`config.mk`:
```
export PLATFORM = sky130hd
export DESIGN_NAME = terminal_char_translation
export DESIGN_NICKNAME = d
export VERILOG_FILES = /design/src/tct_pkg.sv /design/src/char_fifo.sv /design/src/terminal_char_translation.sv
export SDC_FILE = /design/constraint.sdc
export NUM_CORES = 1
export LEC_CHECK = 0
export BUFFER_PORTS_ARGS = -buffer_cell sky130_fd_sc_hd__buf_4
export CAP_MARGIN = 20
export CORE_AREA = 10 10 265 216
export CTS_BUF_LIST = sky130_fd_sc_hd__clkbuf_16
export CTS_CLUSTER_DIAMETER = 30
export DETAILED_ROUTE_END_ITERATION = 6
export DIE_AREA = 0 0 275 226
export GPL_TIMING_DRIVEN = 0
export PLACE_DENSITY = 0.58
export SLEW_MARGIN = 20
export SYNTH_ARGS = -nofsm -noshare
export SYNTH_HDL_FRONTEND = slang
export SYNTH_SLANG_ARGS = --single-unit
```
`constraint.sdc`:
```
create_clock -name i_mclk -period 4.6 [get_ports i_mclk]
set_input_delay 0.23 -clock i_mclk [delete_from_list [all_inputs] [get_ports i_mclk]]
set_output_delay 0.23 -clock i_mclk [all_outputs]
set_load 0.02 [all_outputs]
```
`src/tct_pkg.sv`:
```
// Purpose : Constants and types of the translation unit and FIFO.
// Assumes : One clock domain, display of SCR_ROWS x SCR_COLS cells.
// Notes   : Display addresses are row * SCR_COLS + column.

`default_nettype none

package tct_pkg;

   // ----------------------------------------------------------------
   // Display geometry
   // ----------------------------------------------------------------
   localparam int SCR_COLS = 80;
   localparam int SCR_ROWS = 24;
   localparam int COL_W    = 7;
   localparam int ROW_W    = 5;
   localparam int ADDR_W   = 11;
   localparam int FG_BIT   = 7;

   // ----------------------------------------------------------------
   // Host stream codes
   // ----------------------------------------------------------------
   localparam logic [7:0] C_CTRL_MAX  = 8'h0F;
   localparam logic [7:0] C_CR        = 8'h0D;
   localparam logic [7:0] C_XMARK_IN  = 8'h0C;
   localparam logic [7:0] C_RJF_IN    = 8'h0B;
   localparam logic [7:0] C_KANA_IN   = 8'h0F;
   localparam logic [7:0] C_STOP1     = 8'h04;
   localparam logic [7:0] C_STOP2     = 8'h09;
   localparam logic [7:0] C_LOW_MAX   = 8'h03;

   // ----------------------------------------------------------------
   // Display memory codes
   // ----------------------------------------------------------------
   localparam logic [7:0] C_SPACE     = 8'h20;
   localparam logic [7:0] C_SUPP_NULL = 8'h80;
   localparam logic [7:0] C_XMARK     = 8'h81;
   localparam logic [7:0] C_RJF       = 8'h82;
   localparam logic [7:0] C_XSTOP     = 8'h83;

   // ----------------------------------------------------------------
   // Keyboard position codes: row in [6:4], column in [3:0]
   // ----------------------------------------------------------------
   localparam logic [2:0] KEY_ROW_CTRL = 3'h6;
   localparam logic [2:0] KEY_ROW_SPEC = 3'h7;
   localparam logic [6:0] KEY_KANA     = 7'h70;
   localparam logic [6:0] KEY_LATIN    = 7'h71;
   localparam logic [7:0] KEY_LAT_OFS  = 8'h20;
   localparam logic [7:0] KEY_KANA_OFS = 8'h80;

   // ----------------------------------------------------------------
   // Buffering
   // ----------------------------------------------------------------
   localparam int HOST_W     = 9;
   localparam int FIFO_DEPTH = 32;

   typedef enum logic [1:0] {
      ST_IDLE,
      ST_CLEAR,
      ST_DATA,
      ST_MARK
   } wr_state_t;

endpackage

`default_nettype wire

```
`src/char_fifo.sv`:
```
// Purpose : Synchronous FIFO with valid/ready on both sides.
// Assumes : DEPTH is a power of two.
// Notes   : Input ready is registered; all state freezes with i_ce low.

`timescale 1ns/1ns
`default_nettype none

module char_fifo #(
   parameter int WIDTH = 9,
   parameter int DEPTH = 32
) (
   input  wire logic             i_mclk,
   input  wire logic             i_resetn,
   input  wire logic             i_ce,
   input  wire logic [WIDTH-1:0] i_in_data,
   input  wire logic             i_in_valid,
   output var  logic             o_in_ready,
   output var  logic [WIDTH-1:0] o_out_data,
   output var  logic             o_out_valid,
   input  wire logic             i_out_ready
);

   localparam int AW = $clog2(DEPTH);

   typedef struct packed {
      logic [AW-1:0] wp;
      logic [AW-1:0] rp;
      logic [AW:0]   cnt;
      logic          rdy;
   } fifo_state_t;

   fifo_state_t      r;
   fifo_state_t      n;
   logic [WIDTH-1:0] mem [DEPTH];
   logic             push;
   logic             pop;

   assign push        = i_in_valid && r.rdy && i_ce;
   assign pop         = i_out_ready && (r.cnt != '0) && i_ce;
   assign o_in_ready  = r.rdy;
   assign o_out_valid = (r.cnt != '0);
   assign o_out_data  = mem[r.rp];

   always_comb begin
      n = r;
      if (push) begin
         n.wp = r.wp + 1'b1;
      end
      if (pop) begin
         n.rp = r.rp + 1'b1;
      end
      if (push && !pop) begin
         n.cnt = r.cnt + 1'b1;
      end else if (pop && !push) begin
         n.cnt = r.cnt - 1'b1;
      end
      // Ready registered from next count
      n.rdy = (n.cnt != (AW+1)'(DEPTH));
   end

   always_ff @(posedge i_mclk or negedge i_resetn) begin
      if (!i_resetn) begin
         r <= '{wp: '0, rp: '0, cnt: '0, rdy: 1'b1};
      end else if (i_ce) begin
         r <= n;
      end
   end

   always_ff @(posedge i_mclk) begin
      if (push) begin
         mem[r.wp] <= i_in_data;
      end
   end

endmodule

`default_nettype wire

```
`src/terminal_char_translation.sv`:
```
// Purpose : Host and key codes to display memory codes,
//           with typewriter roll-up.
// Assumes : Host bytes and key codes come from logic on i_mclk.
// Notes   : Roll-up moves the top-row pointer; no memory copy.
//
// Overview of operation
// - Key position codes become ASCII before storage; control-row keys give 0 and the column.
// - Display memory gets 7-bit codes plus foreground bit, or codes 80 to 83.
// - Host messages carry a block check verified at message end.
// - Video slices interlace over two sweeps; field toggles per frame.
// - Typewriter write start rolls up, homes bottom line, background.
// - Carriage return in typewriter rolls up, blanks bottom, homes.
// - Typewriter write drops data that runs past the display end.
// - Completed untruncated typewriter write places a transmit mark at data end.
// - Kana introducer 0F is stored as the transmit-stop code 83.
// - After a Kana field, keyboard enters Kana until Latin key.
// - Keyboard starts Latin; Kana key switches to Katakana codes.
// - Stored byte: 7-bit code, top bit flags foreground.
// - Kana A-D high nibble stored as 0,1,6,7; reversed on transmit.
// - Transmit-mark byte 0C is stored as 81.
// - Right-justified-field byte 0B is stored as 82.
// - Sequence 04 09 is stored as one transmit-stop code 83.
// - Bytes up to 0F are commands, higher bytes are data.
// - Data loses top bit; 00 to 03 become space.

`timescale 1ns/1ns
`default_nettype none

module terminal_char_translation
   import tct_pkg::*;
(
   input  wire logic              i_mclk,
   input  wire logic              i_resetn,
   input  wire logic              i_ce,
   input  wire logic [7:0]        i_host_data,
   input  wire logic              i_host_last,
   input  wire logic              i_host_valid,
   output var  logic              o_host_ready,
   input  wire logic              i_wr_start,
   input  wire logic              i_typewriter,
   input  wire logic              i_fg_mode,
   input  wire logic              i_key_valid,
   input  wire logic [6:0]        i_key_pos,
   input  wire logic              i_tx_valid,
   input  wire logic [7:0]        i_tx_byte,
   input  wire logic              i_tx_kana,
   output var  logic              o_tx_valid,
   output var  logic [7:0]        o_tx_byte,
   input  wire logic              i_frame_start,
   output var  logic              o_odd_field,
   output var  logic              o_dm_we,
   output var  logic [ADDR_W-1:0] o_dm_addr,
   output var  logic [7:0]        o_dm_data,
   output var  logic [ROW_W-1:0]  o_top_row,
   output var  logic [ROW_W-1:0]  o_cursor_row,
   output var  logic [COL_W-1:0]  o_cursor_col,
   output var  logic              o_idle,
   output var  logic              o_kbd_ctrl_valid,
   output var  logic [7:0]        o_kbd_ctrl,
   output var  logic              o_write_done,
   output var  logic              o_bcc_ok,
   output var  logic              o_kana_entry
);

   // ----------------------------------------------------------------
   // State
   // ----------------------------------------------------------------
   typedef struct packed {
      wr_state_t         st;
      logic [ROW_W-1:0]  top;
      logic [ROW_W-1:0]  row;
      logic [COL_W-1:0]  col;
      logic [COL_W-1:0]  clr;
      logic              fg;
      logic              tw;
      logic              trunc;
      logic              esc;
      logic              kana_seen;
      logic              kbd_kana;
      logic [7:0]        bcc;
      logic              bcc_ok;
      logic              dm_we;
      logic [ADDR_W-1:0] dm_addr;
      logic [7:0]        dm_data;
      logic              idle;
      logic              kc_v;
      logic [7:0]        kc;
      logic              done;
      logic              tx_v;
      logic [7:0]        tx_byte;
      logic              odd;
   } tct_state_t;

   tct_state_t       r;
   tct_state_t       n;
   logic [HOST_W-1:0] f_data;
   logic             f_valid;
   logic             f_pop;
   logic             do_st;
   logic [7:0]       st_val;
   logic [7:0]       b;

   // ----------------------------------------------------------------
   // Helper functions
   // ----------------------------------------------------------------
   function automatic logic [ROW_W-1:0] inc_row(input logic [ROW_W-1:0] x);
      return (x == ROW_W'(SCR_ROWS - 1)) ? '0 : x + 1'b1;
   endfunction

   function automatic logic [ADDR_W-1:0] phys(
      input logic [ROW_W-1:0] row,
      input logic [COL_W-1:0] col,
      input logic [ROW_W-1:0] top
   );
      logic [ROW_W:0] s;
      s = {1'b0, row} + {1'b0, top};
      if (s >= (ROW_W+1)'(SCR_ROWS)) begin
         s = s - (ROW_W+1)'(SCR_ROWS);
      end
      return ADDR_W'(s) * ADDR_W'(SCR_COLS) + ADDR_W'(col);
   endfunction

   // Data byte to display code
   function automatic logic [7:0] xlate(input logic [7:0] d,
                                        input logic       fg);
      logic [7:0] v;
      v = {1'b0, d[6:0]};
      if (d[7:5] == 3'b101 || d[7:5] == 3'b110) begin
         v = {1'b0, d[6], d[6], d[4], d[3:0]};
      end else if (v <= C_LOW_MAX) begin
         v = C_SPACE;
      end
      v[FG_BIT] = fg;
      return v;
   endfunction

   function automatic logic [7:0] unxlate(input logic [7:0] s);
      logic [7:0] v;
      v = s;
      if (s[6] == s[5]) begin
         v = {1'b1, s[5], ~s[5], s[4], s[3:0]};
      end
      return v;
   endfunction

   function automatic logic [7:0] key_ascii(input logic [6:0] pos,
                                            input logic       kana);
      return {1'b0, pos} + (kana ? KEY_KANA_OFS : KEY_LAT_OFS);
   endfunction

   // ----------------------------------------------------------------
   // Host data buffer
   // ----------------------------------------------------------------
   char_fifo #(
      .WIDTH (HOST_W),
      .DEPTH (FIFO_DEPTH)
   ) u_fifo (
      .i_mclk      (i_mclk),
      .i_resetn    (i_resetn),
      .i_ce        (i_ce),
      .i_in_data   ({i_host_last, i_host_data}),
      .i_in_valid  (i_host_valid),
      .o_in_ready  (o_host_ready),
      .o_out_data  (f_data),
      .o_out_valid (f_valid),
      .i_out_ready (f_pop)
   );

   // ----------------------------------------------------------------
   // Next state
   // ----------------------------------------------------------------
   always_comb begin
      n      = r;
      f_pop  = 1'b0;
      do_st  = 1'b0;
      st_val = C_SPACE;
      b      = f_data[7:0];
      n.dm_we = 1'b0;
      n.kc_v  = 1'b0;
      n.done  = 1'b0;
      n.tx_v  = 1'b0;
      if (i_frame_start) begin
         n.odd = ~r.odd;
      end
      if (i_tx_valid) begin
         n.tx_v    = 1'b1;
         n.tx_byte = i_tx_kana ? unxlate(i_tx_byte) : i_tx_byte;
      end
      unique case (r.st)
         ST_IDLE: begin
            if (i_wr_start) begin
               n.tw        = i_typewriter;
               n.trunc     = 1'b0;
               n.esc       = 1'b0;
               n.kana_seen = 1'b0;
               n.bcc       = '0;
               if (i_typewriter) begin
                  n.top = inc_row(r.top);
                  n.row = ROW_W'(SCR_ROWS - 1);
                  n.col = '0;
                  n.fg  = 1'b0;
                  n.clr = '0;
                  n.st  = ST_CLEAR;
               end else begin
                  n.fg = i_fg_mode;
                  n.st = ST_DATA;
               end
            end else if (i_key_valid) begin
               if (i_key_pos == KEY_KANA) begin
                  n.kbd_kana = 1'b1;
               end else if (i_key_pos == KEY_LATIN) begin
                  n.kbd_kana = 1'b0;
               end else if (i_key_pos[6:4] == KEY_ROW_CTRL) begin
                  n.kc_v = 1'b1;
                  n.kc   = {4'h0, i_key_pos[3:0]};
               end else if (i_key_pos[6:4] != KEY_ROW_SPEC) begin
                  do_st  = 1'b1;
                  st_val = xlate(key_ascii(i_key_pos, r.kbd_kana), 1'b1);
               end
            end
         end
         ST_CLEAR: begin
            n.dm_we   = 1'b1;
            n.dm_addr = phys(ROW_W'(SCR_ROWS - 1), r.clr, r.top);
            n.dm_data = C_SPACE;
            if (r.clr == COL_W'(SCR_COLS - 1)) begin
               n.st = ST_DATA;
            end else begin
               n.clr = r.clr + 1'b1;
            end
         end
         ST_DATA: begin
            if (f_valid) begin
               f_pop = 1'b1;
               n.bcc = r.bcc ^ b;
               if (f_data[8]) begin
                  n.bcc_ok = ((r.bcc ^ b) == 8'h00);
                  if (r.kana_seen) begin
                     n.kbd_kana = 1'b1;
                  end
                  if (r.tw) begin
                     n.st = ST_MARK;
                  end else begin
                     n.st   = ST_IDLE;
                     n.done = 1'b1;
                  end
               end else if (r.trunc) begin
                  n.esc = 1'b0;
               end else if (r.esc) begin
                  n.esc = 1'b0;
                  if (b == C_STOP2) begin
                     do_st  = 1'b1;
                     st_val = C_XSTOP;
                  end
               end else if (b <= C_CTRL_MAX) begin
                  if (b == C_CR && r.tw) begin
                     n.top = inc_row(r.top);
                     n.col = '0;
                     n.clr = '0;
                     n.st  = ST_CLEAR;
                  end else if (b == C_XMARK_IN) begin
                     do_st  = 1'b1;
                     st_val = C_XMARK;
                  end else if (b == C_RJF_IN) begin
                     do_st  = 1'b1;
                     st_val = C_RJF;
                  end else if (b == C_KANA_IN) begin
                     do_st       = 1'b1;
                     st_val      = C_XSTOP;
                     n.kana_seen = 1'b1;
                  end else if (b == C_STOP1) begin
                     n.esc = 1'b1;
                  end
               end else if (b == C_SUPP_NULL) begin
                  do_st  = 1'b1;
                  st_val = C_SUPP_NULL;
               end else begin
                  do_st  = 1'b1;
                  st_val = xlate(b, r.fg);
               end
            end
         end
         ST_MARK: begin
            if (!r.trunc) begin
               do_st  = 1'b1;
               st_val = C_XMARK;
            end
            n.st   = ST_IDLE;
            n.done = 1'b1;
         end
      endcase
      if (do_st) begin
         n.dm_we   = 1'b1;
         n.dm_addr = phys(r.row, r.col, r.top);
         n.dm_data = st_val;
         if (r.col != COL_W'(SCR_COLS - 1)) begin
            n.col = r.col + 1'b1;
         end else if (r.st == ST_DATA && r.tw) begin
            n.trunc = 1'b1;
         end else begin
            n.col = '0;
            n.row = inc_row(r.row);
         end
      end
      n.idle = (n.st == ST_IDLE);
   end

   always_ff @(posedge i_mclk or negedge i_resetn) begin
      if (!i_resetn) begin
         r      <= '0;
         r.st   <= ST_IDLE;
         r.idle <= 1'b1;
      end else if (i_ce) begin
         r <= n;
      end
   end

   // ----------------------------------------------------------------
   // Outputs
   // ----------------------------------------------------------------
   assign o_tx_valid       = r.tx_v;
   assign o_tx_byte        = r.tx_byte;
   assign o_odd_field      = r.odd;
   assign o_dm_we          = r.dm_we;
   assign o_dm_addr        = r.dm_addr;
   assign o_dm_data        = r.dm_data;
   assign o_top_row        = r.top;
   assign o_cursor_row     = r.row;
   assign o_cursor_col     = r.col;
   assign o_idle           = r.idle;
   assign o_kbd_ctrl_valid = r.kc_v;
   assign o_kbd_ctrl       = r.kc;
   assign o_write_done     = r.done;
   assign o_bcc_ok         = r.bcc_ok;
   assign o_kana_entry     = r.kbd_kana;

endmodule

`default_nettype wire

```
* Word-level counts from Yosys, hierarchy flattened
Memory sizes are Yosys's and may differ from the RTL's.
Cells that the tools add are included.
** Storage, ports and cells
- Output and inout bits :: 61
- RAM bits :: 288
- Memories kept :: 1
- Register bits :: 95
- Bits of input ports :: 35
** Memory list
- u_fifo.mem :: words 32, bits a word 9, rd ports 1, clocked after Yosys merged registers in 0, wr ports 1, line char_fifo.sv:34 : logic [WIDTH-1:0] mem [DEPTH];
** Cells by class
- $mul :: 2
- Reduce and logical (&&, ||, !) cells :: 33
- Eq/ne operators :: 42
- Order comparisons :: 5
- Bitwise gates (word level) :: 6
- $add $sub $neg :: 15
- Muxes and demuxes :: 124
** Operator list (number)
- 8-bit 2-to-1 mux :: 22
- 14-bit 2-to-1 mux :: 6
- 7-bit 2-to-1 mux :: 11
- 9-bit 2-to-1 mux :: 7
- 1-bit 2-to-1 mux :: 43
- 8-bit by 4-bit equality test with 1-bit output (second input constant) :: 5
- 20-bit 2-to-1 mux :: 2
- 12-bit 2-to-1 mux :: 3
- 6-bit 2-to-1 mux :: 6
- 2-bit inequality test (second input constant) :: 17
- 31-bit 2-to-1 mux :: 1
- 5-bit 2-to-1 mux :: 5
- 24-bit 2-to-1 mux :: 1
- 8-bit case mux with 3 select lines :: 1
- 11-bit by 7-bit adder with 11-bit output :: 2
- 11-bit case mux with 2 select lines :: 1
- 7-bit equality test (second input constant) :: 3
- 7-bit case mux with 3 select lines :: 1
- 5-bit by 1-bit adder with 5-bit output (second input constant) :: 4
- 2-bit 2-to-1 mux :: 9
- 3-bit equality test (second input constant) :: 5
- 7-bit by 1-bit adder with 7-bit output (second input constant) :: 2
- 7-bit by 2-bit less-or-equal comparator with 1-bit output (second input constant) :: 2
- 6-bit by 3-bit multiplier with 7-bit output (second input constant) :: 2
- other kinds (41) :: 66

* Longest topological paths before layout
An unclocked memory read counts as a cell.
- Word-level depth :: 16
- Depth in mapped cells :: 19
- Gate-level depth less buffers :: 19

* By module
A second synthesis with hierarchy kept.
** Unflattened totals
- Cells, all modules :: 1352
- Area total of the unflattened synthesis :: 18102.4 um^2
** Modules (own cells, without submodules)
- char_fifo :: area an instance 12142.9 um^2, cells each 668, times used 1
- terminal_char_translation :: area an instance 5959.5 um^2, cells each 684, times used 1

* Worst setup path after synthesis
Ideal clock, no wire load.
- Path kind :: register -> register
- From :: register r, in the netlist o_top_row[0]
- To :: register r, in the netlist o_dm_addr[10]
- Data required time :: 4475 ps
- Clock period less this slack :: 3922 ps
- Stages on the path, launching flop included :: 19
- Buffers on the path :: 0
- Setup time :: 125 ps
- Setup slack :: 678 ps
- Data arrival time :: 3797 ps
- Path through :: dfrtp_1 > ha_1 > fa_1 > a21oi_1 > nor2_1 > nor2_1 > xnor2_1 > ha_1 > o21a_1 > ha_1 > inv_1 > fa_1 > xnor2_1 > nand4b_1 > xnor2_1 > xnor2_1 > xnor2_1 > o21ai_0 > mux2_2
** Between the ends
- Longest elaborated chain between the ends :: 8
** RTL lines
- start, declared :: line terminal_char_translation.sv:94 : tct_state_t r;
- start signal, assigned :: line terminal_char_translation.sv:314 : r <= n;
- 5-bit by 5-bit adder with 6-bit output :: line terminal_char_translation.sv:116 : s = {1'b0, row} + {1'b0, top};
- 6-bit by 5-bit subtractor with 6-bit output or 6-bit by 5-bit greater-or-equal comparator with 1-bit output (tied branches) :: line terminal_char_translation.sv:118, terminal_char_translation.sv:117
- 6-bit 2-to-1 mux :: line terminal_char_translation.sv:117 : if (s >= (ROW_W+1)'(SCR_ROWS)) begin
- 6-bit 2-to-1 mux :: line terminal_char_translation.sv:189 : unique case (r.st)
- 6-bit by 3-bit multiplier with 7-bit output :: line terminal_char_translation.sv:120 : return ADDR_W'(s) * ADDR_W'(SCR_COLS) + ADDR_W'(col);
- 11-bit by 7-bit adder with 11-bit output :: line terminal_char_translation.sv:120
- 20-bit 2-to-1 mux :: line terminal_char_translation.sv:189
- 20-bit 2-to-1 mux (*) :: line terminal_char_translation.sv:292 : if (do_st) begin
Every way passes the cells marked *; elsewhere a longest branch is shown, timed or not. The select of a mux whose other input is x is not followed.
A chain may end at the register's enable or synchronous reset.

* Worst setup path in the final report
- From :: register u_fifo.r[10] (netlist bit)
- To :: register r, in the netlist o_dm_addr[9]
** Between the ends
- Longest elaborated chain between the ends :: 14
** RTL lines
- start, declared :: line char_fifo.sv:32 : fifo_state_t r;
- start signal, assigned :: line char_fifo.sv:63 : r <= '{wp: '0, rp: '0, cnt: '0, rdy: 1'b1};
- start signal, assigned :: line char_fifo.sv:65 : r <= n;
- memory read 32 x 9 bit (*)
- 8-bit by 4-bit equality test with 1-bit output :: line terminal_char_translation.sv:267 : end else if (b == C_KANA_IN) begin
- 1-bit 2-to-1 mux :: line terminal_char_translation.sv:267
- 1-bit 2-to-1 mux :: line terminal_char_translation.sv:264 : end else if (b == C_RJF_IN) begin
- 1-bit 2-to-1 mux :: line terminal_char_translation.sv:261 : end else if (b == C_XMARK_IN) begin
- 1-bit 2-to-1 mux :: line terminal_char_translation.sv:256 : if (b == C_CR && r.tw) begin
- 1-bit 2-to-1 mux :: line terminal_char_translation.sv:255 : end else if (b <= C_CTRL_MAX) begin
- 1-bit 2-to-1 mux :: line terminal_char_translation.sv:249 : end else if (r.esc) begin
- 1-bit 2-to-1 mux :: line terminal_char_translation.sv:247 : end else if (r.trunc) begin
- 1-bit 2-to-1 mux (*) :: line terminal_char_translation.sv:236 : if (f_data[8]) begin
- 1-bit 2-to-1 mux (*) :: line terminal_char_translation.sv:233 : if (f_valid) begin
- 1-bit case mux with 3 select lines (*) :: line terminal_char_translation.sv:189
- 2-bit nonzero test (no line)
- 2-bit AND reduction (no line)
Every way passes the cells marked *; elsewhere a longest branch is shown, timed or not.

==> qor.csv <==
stage,metric,value,unit
clock_network,cts_buffers,83,
detailed_routing,viasPerCell,5.226,
detailed_routing,drt_iter0_drc,919,
detailed_routing,drt_wl_total,48.03,mm
global_route,grt_pass1_wl,72.64,mm
timing,setup_viol,0,
timing,period_share,0.9551,
detailed_routing,vias,11634,
floorplan,die_h,226,um
logic_synthesis,syn_area_per_cell,14.29,um^2
logic_synthesis,synth-edff-count,288,
power_and_ir_drop,power.leakage,0.008670,uW
clock_network,clock-sinks,383,
floorplan,die_area,0.06215,mm^2
power_and_ir_drop,ir_drop,0.9298,mV
clock_network,cts_tree,done,
place,port_buffers,91,
finish,utilization,0.4375,
setup_path,critPathLaunch,u_fifo.r[10],
timing,slew_headroom,0.2758,
logic_synthesis,ys_ff_latch,383,
logic_synthesis,yosysTopAreaCell,edfxtp_1,
global_route,antenna_found_initial,0,
timing,hold_violations,0,
power_and_ir_drop,p_per_area,790.7,mW/mm^2
finish,drive_above_1_share,0.2811,
logic_synthesis,synth_flop_cell,edfxtp_1,
clock_network,cts_root_buf,clkbuf_16,
timing,slew_viol_final,0,
finish,diodes,0,
timing,worstMarginPinSlew,1.082,ns
logic_synthesis,synth_cell_type_count,82,
timing,fin_tns_setup,0,ns
detailed_routing,remaining_drc_errors,0,
timing,fmax,0.2276,GHz
power_and_ir_drop,p_total,17980,uW
logic_synthesis,yosysSeqAreaShare,0.6133,
finish,layout_common_cells,"288 x edfxtp_1, 155 x buf_4, 91 x dfrtp_1, 83 x clkbuf_16, 76 x nand2_1",
timing,min_period,4.393,ns
place,post-place-ws,-0.06292,ns
clock_network,path_clk_slew,0.05,ns
floorplan,initial_utilization,0.3459,
run,drv_cap,0,
timing,fin_skew,0.02179,ns
setup_path,endpoint_kind,flip-flop,
setup_path,cp_data_arrival_time,4.88,ns
setup_path,cp_max_fo,10,
global_route,first_global_vias,11508,
setup_path,worstPathRequired,5.08,ns
worst_hold_path,hold_class,in2reg,
setup_path,startpoint_type,flip-flop,
logic_synthesis,synth.cell_area,0.01798,mm^2
floorplan,die_w,275,um
finish,fill_cells,4688,
logic_synthesis,synth-warning-count,0,
clock_network,clock_path_buffers,3,
global_route,grt_usage,0.1534,
status,status,finished clean,
floorplan,core,0.05199,mm^2
floorplan,ios,96,
global_route,grt_overflow_total,0,
logic_synthesis,ys_top_cells_by_area,"edfxtp_1 48%, dfrtp_1 13%, mux4_2 6.3%",
place,place_congestion,0.8446,
setup_path,path_class,reg2reg,
detailed_routing,drt-wirelength-per-cell,21.58,um
finish,final_common_cell,edfxtp_1,
setup_path,r2r-start,u_fifo.r[10],
global_route,grt_max_degree,96,
logic_synthesis,synth_top_cell_area_share,0.4810,
timing,worst_slack,0.2066,ns
logic_synthesis,async_flop_share,0.2480,
floorplan,rows,75,
detailed_routing,drtAntennaViolNets,0,
clock_network,clock_latency,0.61,ns
detailed_routing,first_pass_iters,5,
logic_synthesis,netlist_instances,1258,
finish,nets,1553,
timing,grt_setup_unrepaired,true,
finish,syn_to_final_growth,26.49,%
place,hpwl,31.93,mm
worst_hold_path,hp-start,i_tx_valid,
setup_path,r2r_slack,0.21,ns
clock_network,htree_levels,3,
==> stage by stage <==
| stage | std cells | instance area (um^2) | hold slack, ns |
|---|---|---|---|
| 2_1_floorplan | 1261 | 17990 | -0.06559 |
| 3_3_place_gp | 2045 | 19540 | 0.4623 |
| 3_5_place_dp | 2046 | 19560 | 0.4294 |
| 4_1_cts | 2223 | 22600 | 0.005251 |
| 5_1_grt | 2226 | 22740 | 0.04229 |
| 6_report | 2226 | 22740 | 0.04997 |
==> flip-flops by register name (all words and copies together) (netlist names), 4 cells and up <==
register,cells
u_fifo.r,16
o_tx_byte,8
u_fifo.mem,288
r,22
o_dm_addr,11
o_cursor_row,5
o_cursor_col,7
o_kbd_ctrl,4
o_dm_data,8
o_top_row,5
==> report_power, final <==
| part | leakage [uW] | internal, uW | switching, uW |
|---|---|---|---|
| clock | 0.00140 | 3910 | 1950 |
| sequential | 0.00379 | 4100 | 309 |
| combinational | 0.00348 | 3460 | 4250 |
| total | 0.00867 | 11500 | 6510 |
==> routing by layer <==
layer	global-route usage	routed length (um)	part of all wire
met1	0.2220	22400	0.47
met2	0.2224	21110	0.44
met3	0.03520	3482	0.072
met4	0.05088	1035	0.022
met5	0	0	0
==> timing repair <==
action | 4_1_cts | 5_1_grt
endpoints found under the hold margin | 112 | 0
pin swaps | 1 | 3
gates resized for setup | 2 | 30
endpoints found under the setup margin | 8 | 40
buffers inserted | 2 | 4
hold buffers | 21 | 0
==> cells in the mapped netlist (all sizes together) (14+ instances only) <==
| cell | n |
|---|---|
| a21oi | 30 |
| buf | 79 |
| clkbuf | 27 |
| dfrtp | 93 |
| edfxtp | 288 |
| ha | 49 |
| inv | 35 |
| mux2 | 40 |
| mux2i | 46 |
| mux4 | 52 |
| nand2 | 76 |
| nand3 | 23 |
| nor2 | 73 |
| nor2b | 14 |
| nor3 | 14 |
| o21ai | 56 |
| o31ai | 14 |
| xnor2 | 36 |
==> path summary, 6_finish.rpt <==
| check | to | depth (start not counted) |
|---|---|---|
| max | o_dm_addr[9] | 12 |
| min | o_tx_byte[1] | 3 |
| max reg2reg | o_dm_addr[9] | 12 |
| min reg2reg | o_tx_byte[6] | 2 |
| max in group asynchronous | o_cursor_row[0] | 2 |
| min in group asynchronous | o_top_row[1] | 2 |
==> logic make-up (layout without fill, tap and decap cells) <==
kind of cell	Yosys count	in the layout	synth area share
flip-flops	383	383	0.6133
AND/OR/NAND/NOR	278	278	0.07654
adder cells (fa/ha/maj)	54	54	0.03966
XOR/XNOR	47	47	0.02289
multiplexers	138	138	0.1166
AO/OA/AOI/OAI	216	216	0.08531
other	1	4	0.0002086
buffers and inverters	141	413	0.04544
==> final cells by class <==
class	count	area (um^2)	area share
flip-flops and latches	383	11030	0.4850
multi-input cells	737	6261	0.2753
clock buffers	83	2077	0.09132
repair buffers	119	949.7	0.04175
well taps	693	867.1	0.03812
clock inverters	71	723.2	0.03180
plain buffers	105	704.4	0.03097
inverters	35	131.4	0.005776
==> critical path, cell delays in order (launching register included) <==
cell and delay, ns:
dfrtp_1 0.37, clkbuf_1 0.49, nor2_1 0.34, a22oi_1 0.38, nand4_1 0.31, a222oi_1 0.43
buf_4 0.18, nand4_2 0.21, o31ai_2 0.49, a311o_1 0.37, o21ai_1 0.10, clkbuf_4 0.27
mux2_1 0.33
Note: power is estimated with default switching activity, not from simulation.
